[config.mk]
export PLATFORM = sky130hd
export DESIGN_NAME = ntb_lnk_regs
export DESIGN_NICKNAME = d
export VERILOG_FILES = /design/src/rtl/ntb_lnk_pkg.sv /design/src/rtl/ntb_lnk_seq_if.sv /design/src/rtl/ntb_lnk_seq.sv /design/src/rtl/ntb_lnk_regs.sv
export VERILOG_INCLUDE_DIRS = /design/src /design/src/rtl
export SDC_FILE = /design/constraint.sdc
export NUM_CORES = 1
export LEC_CHECK = 0
export ABC_CLOCK_PERIOD_IN_PS = 4350
export BUFFER_PORTS_ARGS = -buffer_cell sky130_fd_sc_hd__buf_2
export CORE_MARGIN = 3
export CORE_UTILIZATION = 42
export CTS_CLUSTER_DIAMETER = 30
export DETAILED_ROUTE_END_ITERATION = 10
export PLACE_DENSITY = 0.69
export SYNTH_ARGS = -nofsm -noshare
export SYNTH_HDL_FRONTEND = slang
export SYNTH_HIERARCHICAL = 1
export SYNTH_SLANG_ARGS = --single-unit
[constraint.sdc]
create_clock -name clk_i -period 4.35 [get_ports clk_i]
set_input_delay 1.0875 -clock clk_i [delete_from_list [all_inputs] [get_ports clk_i]]
set_output_delay 1.0875 -clock clk_i [all_outputs]
set_load 0.03 [all_outputs]
[src/rtl/ntb_lnk_cfg.svh]
// Purpose: Offsets, field positions, reset values and counts of the link regs
// Assumes: Included by its bare name from every file that needs it
// Notes: Definitions only
`ifndef NTB_LNK_CFG_SVH
`define NTB_LNK_CFG_SVH

// Register byte offsets in configuration space
`define NTB_LCAP_OFF 12'h04C
`define NTB_LCTL_OFF 12'h050

// Capability field positions
`define NTB_SPD_LSB 0
`define NTB_SPD_MSB 3
`define NTB_WID_LSB 4
`define NTB_WID_MSB 9
`define NTB_PMS_LSB 10
`define NTB_PMS_MSB 11
`define NTB_L0S_LSB 12
`define NTB_L0S_MSB 14
`define NTB_L1_LSB 15
`define NTB_L1_MSB 17
`define NTB_PORT_LSB 24
`define NTB_PORT_MSB 31

// Control field positions
`define NTB_PMC_LSB 0
`define NTB_PMC_MSB 1
`define NTB_RCB_BIT 3
`define NTB_LINK_DISABLE_BIT_BIT 4
`define NTB_RET_BIT 5
`define NTB_COMMON_CLOCK_BIT_BIT 6
`define NTB_EXTENDED_SYNC_BIT_BIT 7

// Fixed and reset values
`define NTB_SPD_VAL 4'h1
`define NTB_WID_RST 6'h04
`define NTB_WID_X1 6'h01
`define NTB_WID_X2 6'h02
`define NTB_WID_X4 6'h04
`define NTB_PMS_VAL 2'h1
`define NTB_L0S_SEP 3'h5
`define NTB_L0S_COM 3'h3
`define NTB_L1_DEEP 3'h0
`define NTB_L1_DFLT 3'h4
`define NTB_PORT_RST 8'h02
`define NTB_PMC_RST 2'h0

// Ordered-set counts on L0s exit
`define NTB_EXTENDED_SYNC_BIT_FTS 13'h1000
`define NTB_NORM_FTS 13'h0020

`endif

[src/rtl/ntb_lnk_pkg.sv]
// Purpose: Types shared by the link register block and its exit sequencer
// Assumes: Constants live in ntb_lnk_cfg.svh
// Notes: State of each module is one packed struct
package ntb_lnk_pkg;

    // Exit sequencer states
    typedef enum logic [1:0] {
        NTB_SEQ_IDLE = 2'b00,
        NTB_SEQ_FTS = 2'b01,
        NTB_SEQ_SKP = 2'b10
    } ntb_seq_st_t;

    // Exit sequencer state
    typedef struct packed {
        ntb_seq_st_t st;
        logic [12:0] cnt;
        logic fts;
        logic skp;
        logic busy;
    } ntb_seq_t;

    // Register block state
    typedef struct packed {
        logic [1:0] pm_ctl;
        logic link_disable_bit;
        logic common_clock_bit;
        logic extended_sync_bit;
        logic [5:0] width;
        logic [7:0] port_num;
        logic retrain;
        logic [31:0] rdata;
        logic rvalid;
        logic [5:0] eff_width;
        logic l0s_en;
        logic l1_en;
    } ntb_regs_t;

endpackage

[src/rtl/ntb_lnk_seq_if.sv]
// Purpose: Carries L0s exit requests and ordered-set strobes
// Assumes: Single clock domain
// Notes: ctl side is the register block, seq side the sequencer
`timescale 1ns/1ps
`default_nettype none
interface ntb_lnk_seq_if;
    logic start;
    logic extended_sync_bit;
    logic os_ready;
    logic fts;
    logic skp;
    logic busy;

    modport ctl (output start, output extended_sync_bit, output os_ready,
                 input fts, input skp, input busy);
    modport seq (input start, input extended_sync_bit, input os_ready,
                 output fts, output skp, output busy);
endinterface
`default_nettype wire

[src/rtl/ntb_lnk_seq.sv]
// Purpose: Sends the FTS burst, and SKP under extended sync, on L0s exit
// Assumes: One ordered set is taken per cycle while os_ready is high
// Notes: A start while busy is ignored
`include "ntb_lnk_cfg.svh"
`timescale 1ns/1ps
`default_nettype none
module ntb_lnk_seq
    import ntb_lnk_pkg::*;
#(
    parameter logic [12:0] EXTENDED_SYNC_BIT_FTS = `NTB_EXTENDED_SYNC_BIT_FTS,
    parameter logic [12:0] NORM_FTS = `NTB_NORM_FTS
) (
    // Clock and reset
    input wire logic clk_i,
    input wire logic rst_i,
    // Link to register block
    ntb_lnk_seq_if.seq sq
);

    ntb_seq_t s_ff;
    ntb_seq_t nxt_s;

    assign sq.fts = s_ff.fts;
    assign sq.skp = s_ff.skp;
    assign sq.busy = s_ff.busy;

    // Next-state logic
    always_comb begin
        nxt_s = s_ff;
        nxt_s.fts = 1'b0;
        nxt_s.skp = 1'b0;
        case (s_ff.st)
            NTB_SEQ_IDLE: begin
                if (sq.start) begin
                    nxt_s.st = NTB_SEQ_FTS;
                    nxt_s.cnt = sq.extended_sync_bit ? EXTENDED_SYNC_BIT_FTS : NORM_FTS;
                    nxt_s.busy = 1'b1;
                end
            end
            NTB_SEQ_FTS: begin
                if (sq.os_ready) begin
                    nxt_s.fts = 1'b1;
                    nxt_s.cnt = s_ff.cnt - 13'h0001;
                    if (s_ff.cnt == 13'h0001) begin
                        // One SKP follows only under extended sync
                        if (sq.extended_sync_bit) begin
                            nxt_s.st = NTB_SEQ_SKP;
                        end else begin
                            nxt_s.st = NTB_SEQ_IDLE;
                            nxt_s.busy = 1'b0;
                        end
                    end
                end
            end
            NTB_SEQ_SKP: begin
                if (sq.os_ready) begin
                    nxt_s.skp = 1'b1;
                    nxt_s.st = NTB_SEQ_IDLE;
                    nxt_s.busy = 1'b0;
                end
            end
            default: begin
                nxt_s.st = NTB_SEQ_IDLE;
                nxt_s.busy = 1'b0;
            end
        endcase
    end

    // State register
    always_ff @(posedge clk_i) begin
        if (rst_i) begin
            s_ff <= '{st: NTB_SEQ_IDLE, cnt: 13'h0000, fts: 1'b0, skp: 1'b0, busy: 1'b0};
        end else begin
            s_ff <= nxt_s;
        end
    end

endmodule
`default_nettype wire

[src/rtl/ntb_lnk_regs.sv]
// Purpose: Link capability and link control registers of the NTB port
// Assumes: Config space access is one dword per request with byte enables
//          All inputs synchronous to clk_i; reset is synchronous
// Notes: Read data valid one cycle after the read strobe
//        Capability writes land only while lockable_write_i is high
//        A control write and a serial memory load in one cycle: the write wins
//        Link disable is stored for software only and drives nothing
//        Width codes outside 1, 2 and 4 fall back to one lane in eff_width_o
//        Burst counts are parameters so a bench can shorten them
`include "ntb_lnk_cfg.svh"
`timescale 1ns/1ps
`default_nettype none
module ntb_lnk_regs
    import ntb_lnk_pkg::*;
#(
    parameter logic [12:0] EXTENDED_SYNC_BIT_FTS = `NTB_EXTENDED_SYNC_BIT_FTS,
    parameter logic [12:0] NORM_FTS = `NTB_NORM_FTS
) (
    // Clock and reset
    input wire logic clk_i,
    input wire logic rst_i,
    // Configuration space access
    input wire logic cfg_wr_i,
    input wire logic cfg_rd_i,
    input wire logic [11:0] cfg_addr_i,
    input wire logic [3:0] cfg_be_i,
    input wire logic [31:0] cfg_wdata_i,
    output logic [31:0] cfg_rdata_o,
    output logic cfg_rvalid_o,
    // Write lock and deep power mode settings
    input wire logic lockable_write_i,
    input wire logic deep_d3_disable_i,
    input wire logic deep_l1_disable_i,
    // Serial memory start-up load
    input wire logic eeprom_pm_load_i,
    input wire logic [1:0] eeprom_pm_data_i,
    // Training and power control
    output logic retrain_req_o,
    output logic l0s_entry_en_o,
    output logic l1_entry_en_o,
    output logic common_clock_o,
    output logic [5:0] eff_width_o,
    // L0s exit ordered sets
    input wire logic l0s_exit_i,
    input wire logic os_ready_i,
    output logic fts_send_o,
    output logic skp_send_o,
    output logic exit_busy_o
);

    ////////////////////////////////////////////////////////////////////////
    // State and sequencer

    // Whole register state and its next value
    ntb_regs_t r_ff;
    ntb_regs_t nxt_r;
    // Link to the ordered-set sequencer
    ntb_lnk_seq_if sq ();

    // Assembled read words and byte mask
    logic [31:0] cap_word;
    logic [31:0] ctl_word;
    logic [31:0] wmask;
    // Address decode results
    logic hit_cap;
    logic hit_ctl;
    // Latency codes and merged width
    logic [2:0] l0s_code;
    logic [2:0] l1_code;
    logic [5:0] new_width;

    // Address map: each register sits in a dword of its own; the control
    // register is 16 bits wide, so the upper half of its dword reads zero
    localparam logic [11:0] CAP_OFF = `NTB_LCAP_OFF;
    localparam logic [11:0] CTL_OFF = `NTB_LCTL_OFF;
    localparam logic [9:0] CAP_DW = CAP_OFF[11:2];
    localparam logic [9:0] CTL_DW = CTL_OFF[11:2];

    // The sequencer samples extended_sync_bit on every cycle, so a control write in the
    // middle of a burst still decides whether the SKP follows
    // Exit requests go straight to the sequencer
    assign sq.start = l0s_exit_i;
    assign sq.extended_sync_bit = r_ff.extended_sync_bit;
    assign sq.os_ready = os_ready_i;

    // Ordered-set sequencer; a start while busy is dropped inside it
    // Same burst counts as this block's parameters
    ntb_lnk_seq #(
        .EXTENDED_SYNC_BIT_FTS(EXTENDED_SYNC_BIT_FTS),
        .NORM_FTS(NORM_FTS)
    ) u_seq (
        .clk_i(clk_i),
        .rst_i(rst_i),
        .sq(sq)
    );

    ////////////////////////////////////////////////////////////////////////
    // Read words

    // Both latency codes are live: a change of the common clock bit or of a
    // deep disable input shows at the next read
    // No state here, so the codes cannot go stale
    // Latency codes from clocking and deep modes
    always_comb begin
        l0s_code = r_ff.common_clock_bit ? `NTB_L0S_COM : `NTB_L0S_SEP;
        if (deep_d3_disable_i || deep_l1_disable_i) begin
            l1_code = `NTB_L1_DEEP;
        end else begin
            l1_code = `NTB_L1_DFLT;
        end
    end

    // Speed and PM support are constants; port and width are lockable fields
    // Capability word, reserved bits zero
    always_comb begin
        cap_word = 32'h0000_0000;
        cap_word[`NTB_SPD_MSB:`NTB_SPD_LSB] = `NTB_SPD_VAL;
        cap_word[`NTB_WID_MSB:`NTB_WID_LSB] = r_ff.width;
        cap_word[`NTB_PMS_MSB:`NTB_PMS_LSB] = `NTB_PMS_VAL;
        cap_word[`NTB_L0S_MSB:`NTB_L0S_LSB] = l0s_code;
        cap_word[`NTB_L1_MSB:`NTB_L1_LSB] = l1_code;
        cap_word[`NTB_PORT_MSB:`NTB_PORT_LSB] = r_ff.port_num;
    end

    // Link disable reads back what was written
    // Control word; boundary and retrain bits read zero
    always_comb begin
        ctl_word = 32'h0000_0000;
        ctl_word[`NTB_PMC_MSB:`NTB_PMC_LSB] = r_ff.pm_ctl;
        ctl_word[`NTB_LINK_DISABLE_BIT_BIT] = r_ff.link_disable_bit;
        ctl_word[`NTB_COMMON_CLOCK_BIT_BIT] = r_ff.common_clock_bit;
        ctl_word[`NTB_EXTENDED_SYNC_BIT_BIT] = r_ff.extended_sync_bit;
    end

    ////////////////////////////////////////////////////////////////////////
    // Decode and write mask

    // Only bits 11:2 are compared; byte lanes come from the enables
    // Any other dword reads zero and ignores writes
    // Dword address match
    always_comb begin
        hit_cap = 1'b0;
        hit_ctl = 1'b0;
        if (cfg_addr_i[11:2] == CAP_DW) begin
            hit_cap = 1'b1;
        end else if (cfg_addr_i[11:2] == CTL_DW) begin
            hit_ctl = 1'b1;
        end
    end

    // Spread so that one AND selects the written bits of any field
    // Byte enables spread to bits
    always_comb begin
        wmask = {{8{cfg_be_i[3]}}, {8{cfg_be_i[2]}}, {8{cfg_be_i[1]}}, {8{cfg_be_i[0]}}};
    end

    // Bits 7:4 follow byte enable 0 and bits 9:8 byte enable 1
    // Masked width merge
    always_comb begin
        new_width = (r_ff.width & ~wmask[`NTB_WID_MSB:`NTB_WID_LSB])
                  | (cfg_wdata_i[`NTB_WID_MSB:`NTB_WID_LSB]
                     & wmask[`NTB_WID_MSB:`NTB_WID_LSB]);
    end

    ////////////////////////////////////////////////////////////////////////
    // Next state

    // Register next values; one-cycle pulses fall back to zero here
    // The serial memory load sits above the config write, so a write in
    // the same cycle overrides it
    // Decoded outputs are taken from the next value to stay in step
    always_comb begin
        nxt_r = r_ff;
        nxt_r.retrain = 1'b0;
        nxt_r.rvalid = 1'b0;

        // Start-up load of PM control
        if (eeprom_pm_load_i) begin
            nxt_r.pm_ctl = eeprom_pm_data_i;
        end

        // Capability writes: only lockable fields
        // Width merges per byte enable, so a partial write keeps other bits
        // Port number needs the top byte enable
        if (cfg_wr_i && hit_cap && lockable_write_i) begin
            nxt_r.width = new_width;
            if (cfg_be_i[3]) begin
                nxt_r.port_num = cfg_wdata_i[`NTB_PORT_MSB:`NTB_PORT_LSB];
            end
        end

        // Control writes, low byte only holds fields
        // Retrain is a pulse and is never stored; readback is zero
        if (cfg_wr_i && hit_ctl && cfg_be_i[0]) begin
            nxt_r.pm_ctl = cfg_wdata_i[`NTB_PMC_MSB:`NTB_PMC_LSB];
            nxt_r.link_disable_bit = cfg_wdata_i[`NTB_LINK_DISABLE_BIT_BIT];
            nxt_r.common_clock_bit = cfg_wdata_i[`NTB_COMMON_CLOCK_BIT_BIT];
            nxt_r.extended_sync_bit = cfg_wdata_i[`NTB_EXTENDED_SYNC_BIT_BIT];
            nxt_r.retrain = cfg_wdata_i[`NTB_RET_BIT];
        end

        // Read data, zero for unmapped addresses
        // Read and write in one cycle: the read returns the old contents
        // Unmapped reads still answer, with zero data
        if (cfg_rd_i) begin
            nxt_r.rvalid = 1'b1;
            if (hit_cap) begin
                nxt_r.rdata = cap_word;
            end else if (hit_ctl) begin
                nxt_r.rdata = ctl_word;
            end else begin
                nxt_r.rdata = 32'h0000_0000;
            end
        end

        // Effective width falls back to one lane
        // Looked at on the next value, so eff_width_o moves with the register
        if (nxt_r.width == `NTB_WID_X1 || nxt_r.width == `NTB_WID_X2
            || nxt_r.width == `NTB_WID_X4) begin
            nxt_r.eff_width = nxt_r.width;
        end else begin
            nxt_r.eff_width = `NTB_WID_X1;
        end

        // Entry enables decoded from PM control
        // Either source of PM control, write or load, reaches them
        nxt_r.l0s_en = nxt_r.pm_ctl[0];
        nxt_r.l1_en = nxt_r.pm_ctl[1];
    end

    ////////////////////////////////////////////////////////////////////////
    // State register

    // Every field of the state struct is flopped here
    always_ff @(posedge clk_i) begin
        if (rst_i) begin
            // Software fields
            r_ff.pm_ctl <= `NTB_PMC_RST;
            r_ff.link_disable_bit <= 1'b0;
            r_ff.common_clock_bit <= 1'b0;
            r_ff.extended_sync_bit <= 1'b0;
            r_ff.width <= `NTB_WID_RST;
            r_ff.port_num <= `NTB_PORT_RST;

            // Pulses and read path
            r_ff.retrain <= 1'b0;
            r_ff.rdata <= 32'h0000_0000;
            r_ff.rvalid <= 1'b0;

            // Decoded outputs, in step with the fields above
            // Reset width is a legal code, so no fallback applies
            r_ff.eff_width <= `NTB_WID_RST;
            r_ff.l0s_en <= 1'b0;
            r_ff.l1_en <= 1'b0;
        end else begin
            r_ff <= nxt_r;
        end
    end

    ////////////////////////////////////////////////////////////////////////
    // Outputs

    // Config read answer
    assign cfg_rdata_o = r_ff.rdata;
    assign cfg_rvalid_o = r_ff.rvalid;

    // Training and power control
    assign retrain_req_o = r_ff.retrain;
    assign l0s_entry_en_o = r_ff.l0s_en;
    assign l1_entry_en_o = r_ff.l1_en;
    assign common_clock_o = r_ff.common_clock_bit;
    assign eff_width_o = r_ff.eff_width;

    // Ordered-set strobes, straight from the sequencer registers
    assign fts_send_o = sq.fts;
    assign skp_send_o = sq.skp;
    assign exit_busy_o = sq.busy;

endmodule
`default_nettype wire

==> flow_metrics.tcl, run 1 <==
set metrics [dict create \
    wl_per_cell_um 13.14 \
    finalSetupViolations 0 \
    crit_path_max_fanout 18 \
    synth_seq_cells 65 \
    timing.hold.ws_ps 459.9 \
    htreeDepth 3 \
    timing.slew.headroom 0.3187 \
    ff2ff_setup_slack_ps 2710 \
    dieArea_sq_um 8022 \
    synth_area_sq_um 2933 \
    finalCriticalPeriod_ps 2768 \
    synthCells 313 \
    synth_cell_types 57 \
    cp_top_family "simple AND/OR/NAND/NOR gates" \
    remaining_drc_errors 0 \
    fin_worst_skew_ps 6.567 \
    drive_gt1_frac 0.2667 \
    yosys-top-cells-area "dfxtp_1, mux2i_1, nor2_1" \
    finalHoldViolations 0 \
    maxCapViolCount 0 \
    worst_pin_slew_ps 1014 \
    io_buffer_count 75 \
    fmax_ghz 0.3612 \
    ios 106 \
    ctsResizeCount 0 \
    crit_arrival_ps 3020 \
    grt_pass1_vias 2258 \
    holdCritPathClass "flip-flop to flip-flop" \
    cpPeakStageDelay_ps 910 \
    postCtsSetupRepairBufs 0 \
    yosysWarningCount 6 \
    cts_tree "done" \
    clockBufferDepth 2 \
    placeableCoreArea_sq_um 6568 \
    vias_per_cell 5.031 \
    gp_congestion 0.8480 \
    drtPass1Iterations 4 \
    crit_slowest_cell "nor4_4" \
    clock-root-buffer "clkbuf_8" \
    power_density_nw_per_um2 377.0 \
    cp.required_ps 4600 \
    routed-via-count 2430 \
    synthTopCellsByCount "dfxtp_1, nor2_1, mux2i_1, a22oi_1, a21oi_1" \
    synth_flop_cell "dfxtp_1" \
    antenna_found_initial 0 \
    synth_seq_area_share 0.4437 \
    grt_util_all_layers 0.1714 \
    holdBufCountCts 0 \
    final_antenna_net_count 0 \
    insertedDiodeCount 0 \
    worstPathBufferInverterCount 1 \
    synth_area_leader_cell "dfxtp_1" \
    grt_setup_unrepaired "no" \
    clk-insertion-delay-late_ps 330 \
    leakagePower_nw 1.465 \
    grt_pass1_wl_mm 10.59 \
    synth_edf_count 0 \
    row_count 29 \
    grt_start_max_net_pins 58 \
    grt_overflow 0 \
    hpwl_mm 4.430 \
    cts_buffers 9 \
    first_iter_violations 136 \
    yosys.cell_count.top_type "dfxtp_1" \
    status "complete, no violations" \
    clock-sinks 65 \
    die_x_um 89.57 \
    synth_top_cell_area_share 0.4437 \
    start_util 0.4466 \
    async_flop_share 0 \
    crit_chain "buf_2, or4_4, nor4_4, nand2b_1, a21oi_1" \
    ir_worst_vdd_uv 207.4 \
    syn_to_final_growth_pct 20.01 \
    fin_nets 447 \
    syn_avg_cell_area_sq_um 9.370 \
    die_h_um 89.57 \
    clk_pin_slew_ps 70 \
    finalWirelength_mm 6.346 \
    maxSlewViolCount 0 \
    endpoint_kind "flip-flop" \
    period_share 0.6364 \
    worstSetupPathType "input port to flip-flop" \
    finalSetupTns_ps 0 \
    start_kind "input port" \
]
## metrics by stage
| step | cells | instance area (sq um) | utilization | worst slack (ps) | power, mW |
|---|---|---|---|---|---|
| final | 483 | 3520 | 0.5359 | 1582 | 1.327 |
| after global routing | 483 | 3520 | 0.5359 | 1451 | 1.399 |
| after floorplan | 326 | 2982 | - | 1616 | 0.7769 |
| after global placement | 467 | 3312 | 0.5043 | 1245 | 0.8125 |
| after CTS | 483 | 3520 | 0.5359 | 1569 | 1.342 |
| after detailed placement | 467 | 3312 | 0.5043 | 1216 | 0.8148 |
## cell type report
cell class	instances	area, sq um
tap	93	116.4
inverter	6	22.52
clock inverter	2	35.03
fill	624	3048
sequential	65	1301
clock buffer	14	172.7
timing repair buffer	75	375.4
multi-input combinational	228	1496
## cells in the final DEF (no fill, tap or decap), types with 2 or more instances in the layout
master | netlist | layout
buf_2 | 2 | 75
dfxtp_1 | 65 | 65
nor2_1 | 50 | 50
mux2i_1 | 22 | 22
a22oi_1 | 17 | 17
a21oi_1 | 16 | 16
conb_1 | 1 | 14
nand2_1 | 13 | 13
clkbuf_8 | 0 | 12
nand2b_1 | 8 | 8
nand4_1 | 7 | 7
xnor2_1 | 7 | 7
inv_1 | 6 | 6
nor4_1 | 6 | 6
nor3b_1 | 4 | 4
nand3_1 | 4 | 4
o21ai_0 | 4 | 4
nor4_4 | 3 | 3
or2_2 | 3 | 3
nor4bb_1 | 3 | 3
nor4b_1 | 3 | 3
or3_1 | 3 | 3
or4_1 | 3 | 3
nand3b_1 | 2 | 2
nor3_1 | 2 | 2
a211oi_1 | 2 | 2
o21bai_1 | 2 | 2
clkbuf_1 | 10 | 2
o311ai_0 | 2 | 2
nor2b_1 | 2 | 2
ha_1 | 2 | 2
## registers in the layout, summed over array words and instances, names as in the netlist
register              count
cfg_rdata_o              20
cfg_rvalid_o              1
eff_width_o               6
cap_word                 14
u_seq/s_ff               15
u_seq/sq.skp              1
u_seq/sq.busy             1
ctl_word                  3
retrain_req_o             1
common_clock_o            1
u_seq/sq.fts              1
sq.extended_sync_bit      1
## worst paths after layout
path / start / to / cells past startpoint
worst max-delay path: cfg_addr_i[8] / cfg_rdata_o[14] / 5
worst min-delay path: cfg_rdata_o[0] / cfg_rdata_o[0] / 2
worst max register to register: u_seq/s_ff[16] / u_seq/s_ff[8] / 4
worst min register to register: cfg_rdata_o[0] / cfg_rdata_o[0] / 2
## cells by family (layout without fill, tap and decap cells)
| logic type | Yosys count | after routing | share of synthesized area |
|---|---|---|---|
| compound gates | 54 | 54 | 0.1267 |
| xor+xnor | 7 | 7 | 0.02090 |
| fa+ha+maj | 2 | 2 | 0.008531 |
| buf+inv | 33 | 97 | 0.06271 |
| flops | 65 | 65 | 0.4437 |
| mux | 22 | 22 | 0.07508 |
| other cells | 1 | 14 | 0.001279 |
| simple gates | 129 | 129 | 0.2611 |
## power by group
group	switching, mW	internal, mW
clock network	0.213	0.311
registers	0.0183	0.612
logic	0.102	0.0699
total	0.334	0.993
## worst register-to-register path, cell delays in order, from the launching register on
cell and delay, ps:
dfxtp_1 490, mux2i_1 450, or2_1 320, o21bai_1 150, a21oi_1 70
## per-layer routing
metal	track usage	up-vias	wire, um
li1	-	1243	-
met1	0.2322	1105	2993
met2	0.2580	73	2910
met3	0.04608	9	354
met4	0.06901	0	87
met5	0	-	0
Note: power is estimated with default switching activity, not from simulation.
==> inputs of run 2 (changes only) <==
--- a/config.mk
+++ b/config.mk
@@ -6,13 +6,13 @@
 export SDC_FILE = /design/constraint.sdc
 export NUM_CORES = 1
 export LEC_CHECK = 0
-export ABC_CLOCK_PERIOD_IN_PS = 4350
+export ABC_CLOCK_PERIOD_IN_PS = 2500
 export BUFFER_PORTS_ARGS = -buffer_cell sky130_fd_sc_hd__buf_2
 export CORE_MARGIN = 3
 export CORE_UTILIZATION = 42
 export CTS_CLUSTER_DIAMETER = 30
 export DETAILED_ROUTE_END_ITERATION = 10
-export PLACE_DENSITY = 0.69
+export PLACE_DENSITY = 0.72
 export SYNTH_ARGS = -nofsm -noshare
 export SYNTH_HDL_FRONTEND = slang
 export SYNTH_HIERARCHICAL = 1
==> constraint.sdc (replaced) <==
create_clock -name clk_i -period 2.5 [get_ports clk_i]
set_input_delay 0.625 -clock clk_i [delete_from_list [all_inputs] [get_ports clk_i]]
set_output_delay 0.625 -clock clk_i [all_outputs]
set_load 0.03 [all_outputs]
==> run 2 against run 1 <==
  * Clock skew is 1.2 ps lower
  * Final cell count increased by 1.4%
  * Design area grew 1.2%
  * First-iteration DRC count grew 29%
  * Critical path type unchanged
==> flow_metrics.tcl, run 2 (synthesis gave the netlist of run 1 again) <==
set metrics [dict create \
    holdCritPathClass "flip-flop to flip-flop" \
    remaining_drc_errors 0 \
    htreeDepth 3 \
    grt_pass1_vias 2241 \
    clock-sinks 65 \
    cts_tree "done" \
    cts_buffers 9 \
    postCtsSetupRepairBufs 0 \
    insertedDiodeCount 0 \
    grt_start_max_net_pins 30 \
    clk-insertion-delay-late_ps 330 \
    worst_pin_slew_ps 517.9 \
    power_density_nw_per_um2 638.3 \
    gp_congestion 0.8412 \
    worstSetupPathType "input port to flip-flop" \
    finalSetupTns_ps 0 \
    io_buffer_count 75 \
    stdcell_area_sq_um 3561 \
    finalWirelength_mm 6.498 \
    final_util 0.5422 \
    finalSetupViolations 0 \
    cp.required_ps 2720 \
    holdBufCountCts 0 \
    maxSlewViolCount 0 \
    grt_pass1_wl_mm 10.48 \
    start_util 0.4466 \
    ctsResizeCount 0 \
    clock-root-buffer "clkbuf_8" \
    start_kind "input port" \
    wl_per_cell_um 13.26 \
    drive_gt1_frac 0.2821 \
    drtPass1Iterations 5 \
    crit_arrival_ps 2220 \
    routed-via-count 2490 \
    syn_to_final_growth_pct 21.42 \
    endpoint_kind "flip-flop" \
    vias_per_cell 5.082 \
    grt_util_all_layers 0.1692 \
    first_iter_violations 176 \
    fin_worst_skew_ps 5.383 \
    die_x_um 89.57 \
    timing.hold.ws_ps 456.7 \
    finalCriticalPeriod_ps 2001 \
    grt_overflow 0 \
    row_count 29 \
    hpwl_mm 4.636 \
    largest_reg_flops 20 \
    clockBufferDepth 2 \
    maxCapViolCount 0 \
    ir_worst_vdd_uv 328.1 \
    period_share 0.8004 \
    placed_area_sq_um 3364 \
    die_h_um 89.57 \
    antenna_found_initial 0 \
    placeableCoreArea_sq_um 6568 \
    dieArea_sq_um 8022 \
    clk_pin_slew_ps 70 \
    grt_setup_unrepaired "no" \
    n_fill_cell 631 \
    timing.slew.headroom 0.6547 \
    fmax_ghz 0.4997 \
    fin_nets 454 \
    crit_path_max_fanout 7 \
    ios 106 \
    finalHoldViolations 0 \
    status "complete, no violations" \
    layout_common_cells "buf_2, dfxtp_1, nor2_1" \
    total_power_mw 2.273 \
    leakagePower_nw 1.490 \
    final_common_cell "buf_2" \
    final_antenna_net_count 0 \
]
[run 2: changes by cell type in the layout (fill, tap and decap cells not counted), sizes merged]
cell / delta
clkinvlp: +2
buf: +7
clkbuf: -3
clkinv: +1
[run 2: critical path, cell delays in order]
cell	delay, ps
buf_2	100
or4_4	620
nor4_1	440
buf_4	200
mux2i_1	180
nor2_1	50
[run 2: cell type report]
| type | count | area [sq um] | area share |
|---|---|---|---|
| clock buffer | 11 | 141.4 | 0.03970 |
| clock inverter | 5 | 55.05 | 0.01546 |
| inverter | 6 | 22.52 | 0.006325 |
| multi-input combinational | 228 | 1496 | 0.4202 |
| sequential | 65 | 1301 | 0.3654 |
| tap | 93 | 116.4 | 0.03268 |
| timing repair buffer | 82 | 427.9 | 0.1202 |
[run 2: power by group]
group / leakage [nW] / internal (mW) / switching (mW)
sequential: 0.527 / 1.06 / 0.0317
clock: 0.0953 / 0.484 / 0.386
combinational: 0.867 / 0.124 / 0.183
[run 2: through the flow]
| step | instances | setup WS (ps) |
|---|---|---|
| 6_report | 490 | 499.0 |
| 5_1_grt | 490 | 438.7 |
| 4_1_cts | 490 | 536.6 |
| 3_5_place_dp | 474 | 192.1 |
| 3_3_place_gp | 474 | 194.5 |
| 2_1_floorplan | 326 | 229.0 |
[run 2: final timing paths]
check	slack, ps	endpoint	startpoint	cells past startpoint
worst max register to register	890	u_seq/s_ff[13]	u_seq/s_ff[5]	4
worst max-delay path	500	cap_word[8]	cfg_addr_i[8]	6
worst min register to register	460	cfg_rdata_o[0]	cfg_rdata_o[0]	2
worst min-delay path	460	cfg_rdata_o[0]	cfg_rdata_o[0]	2
[run 2: layer usage]
metal	vias to the layer above	track usage	part of all wire
li1	1269	-	-
met1	1156	0.2142	0.47
met2	61	0.2746	0.48
met3	4	0.03410	0.042
met4	0	0.07984	0.010
met5	-	0	0
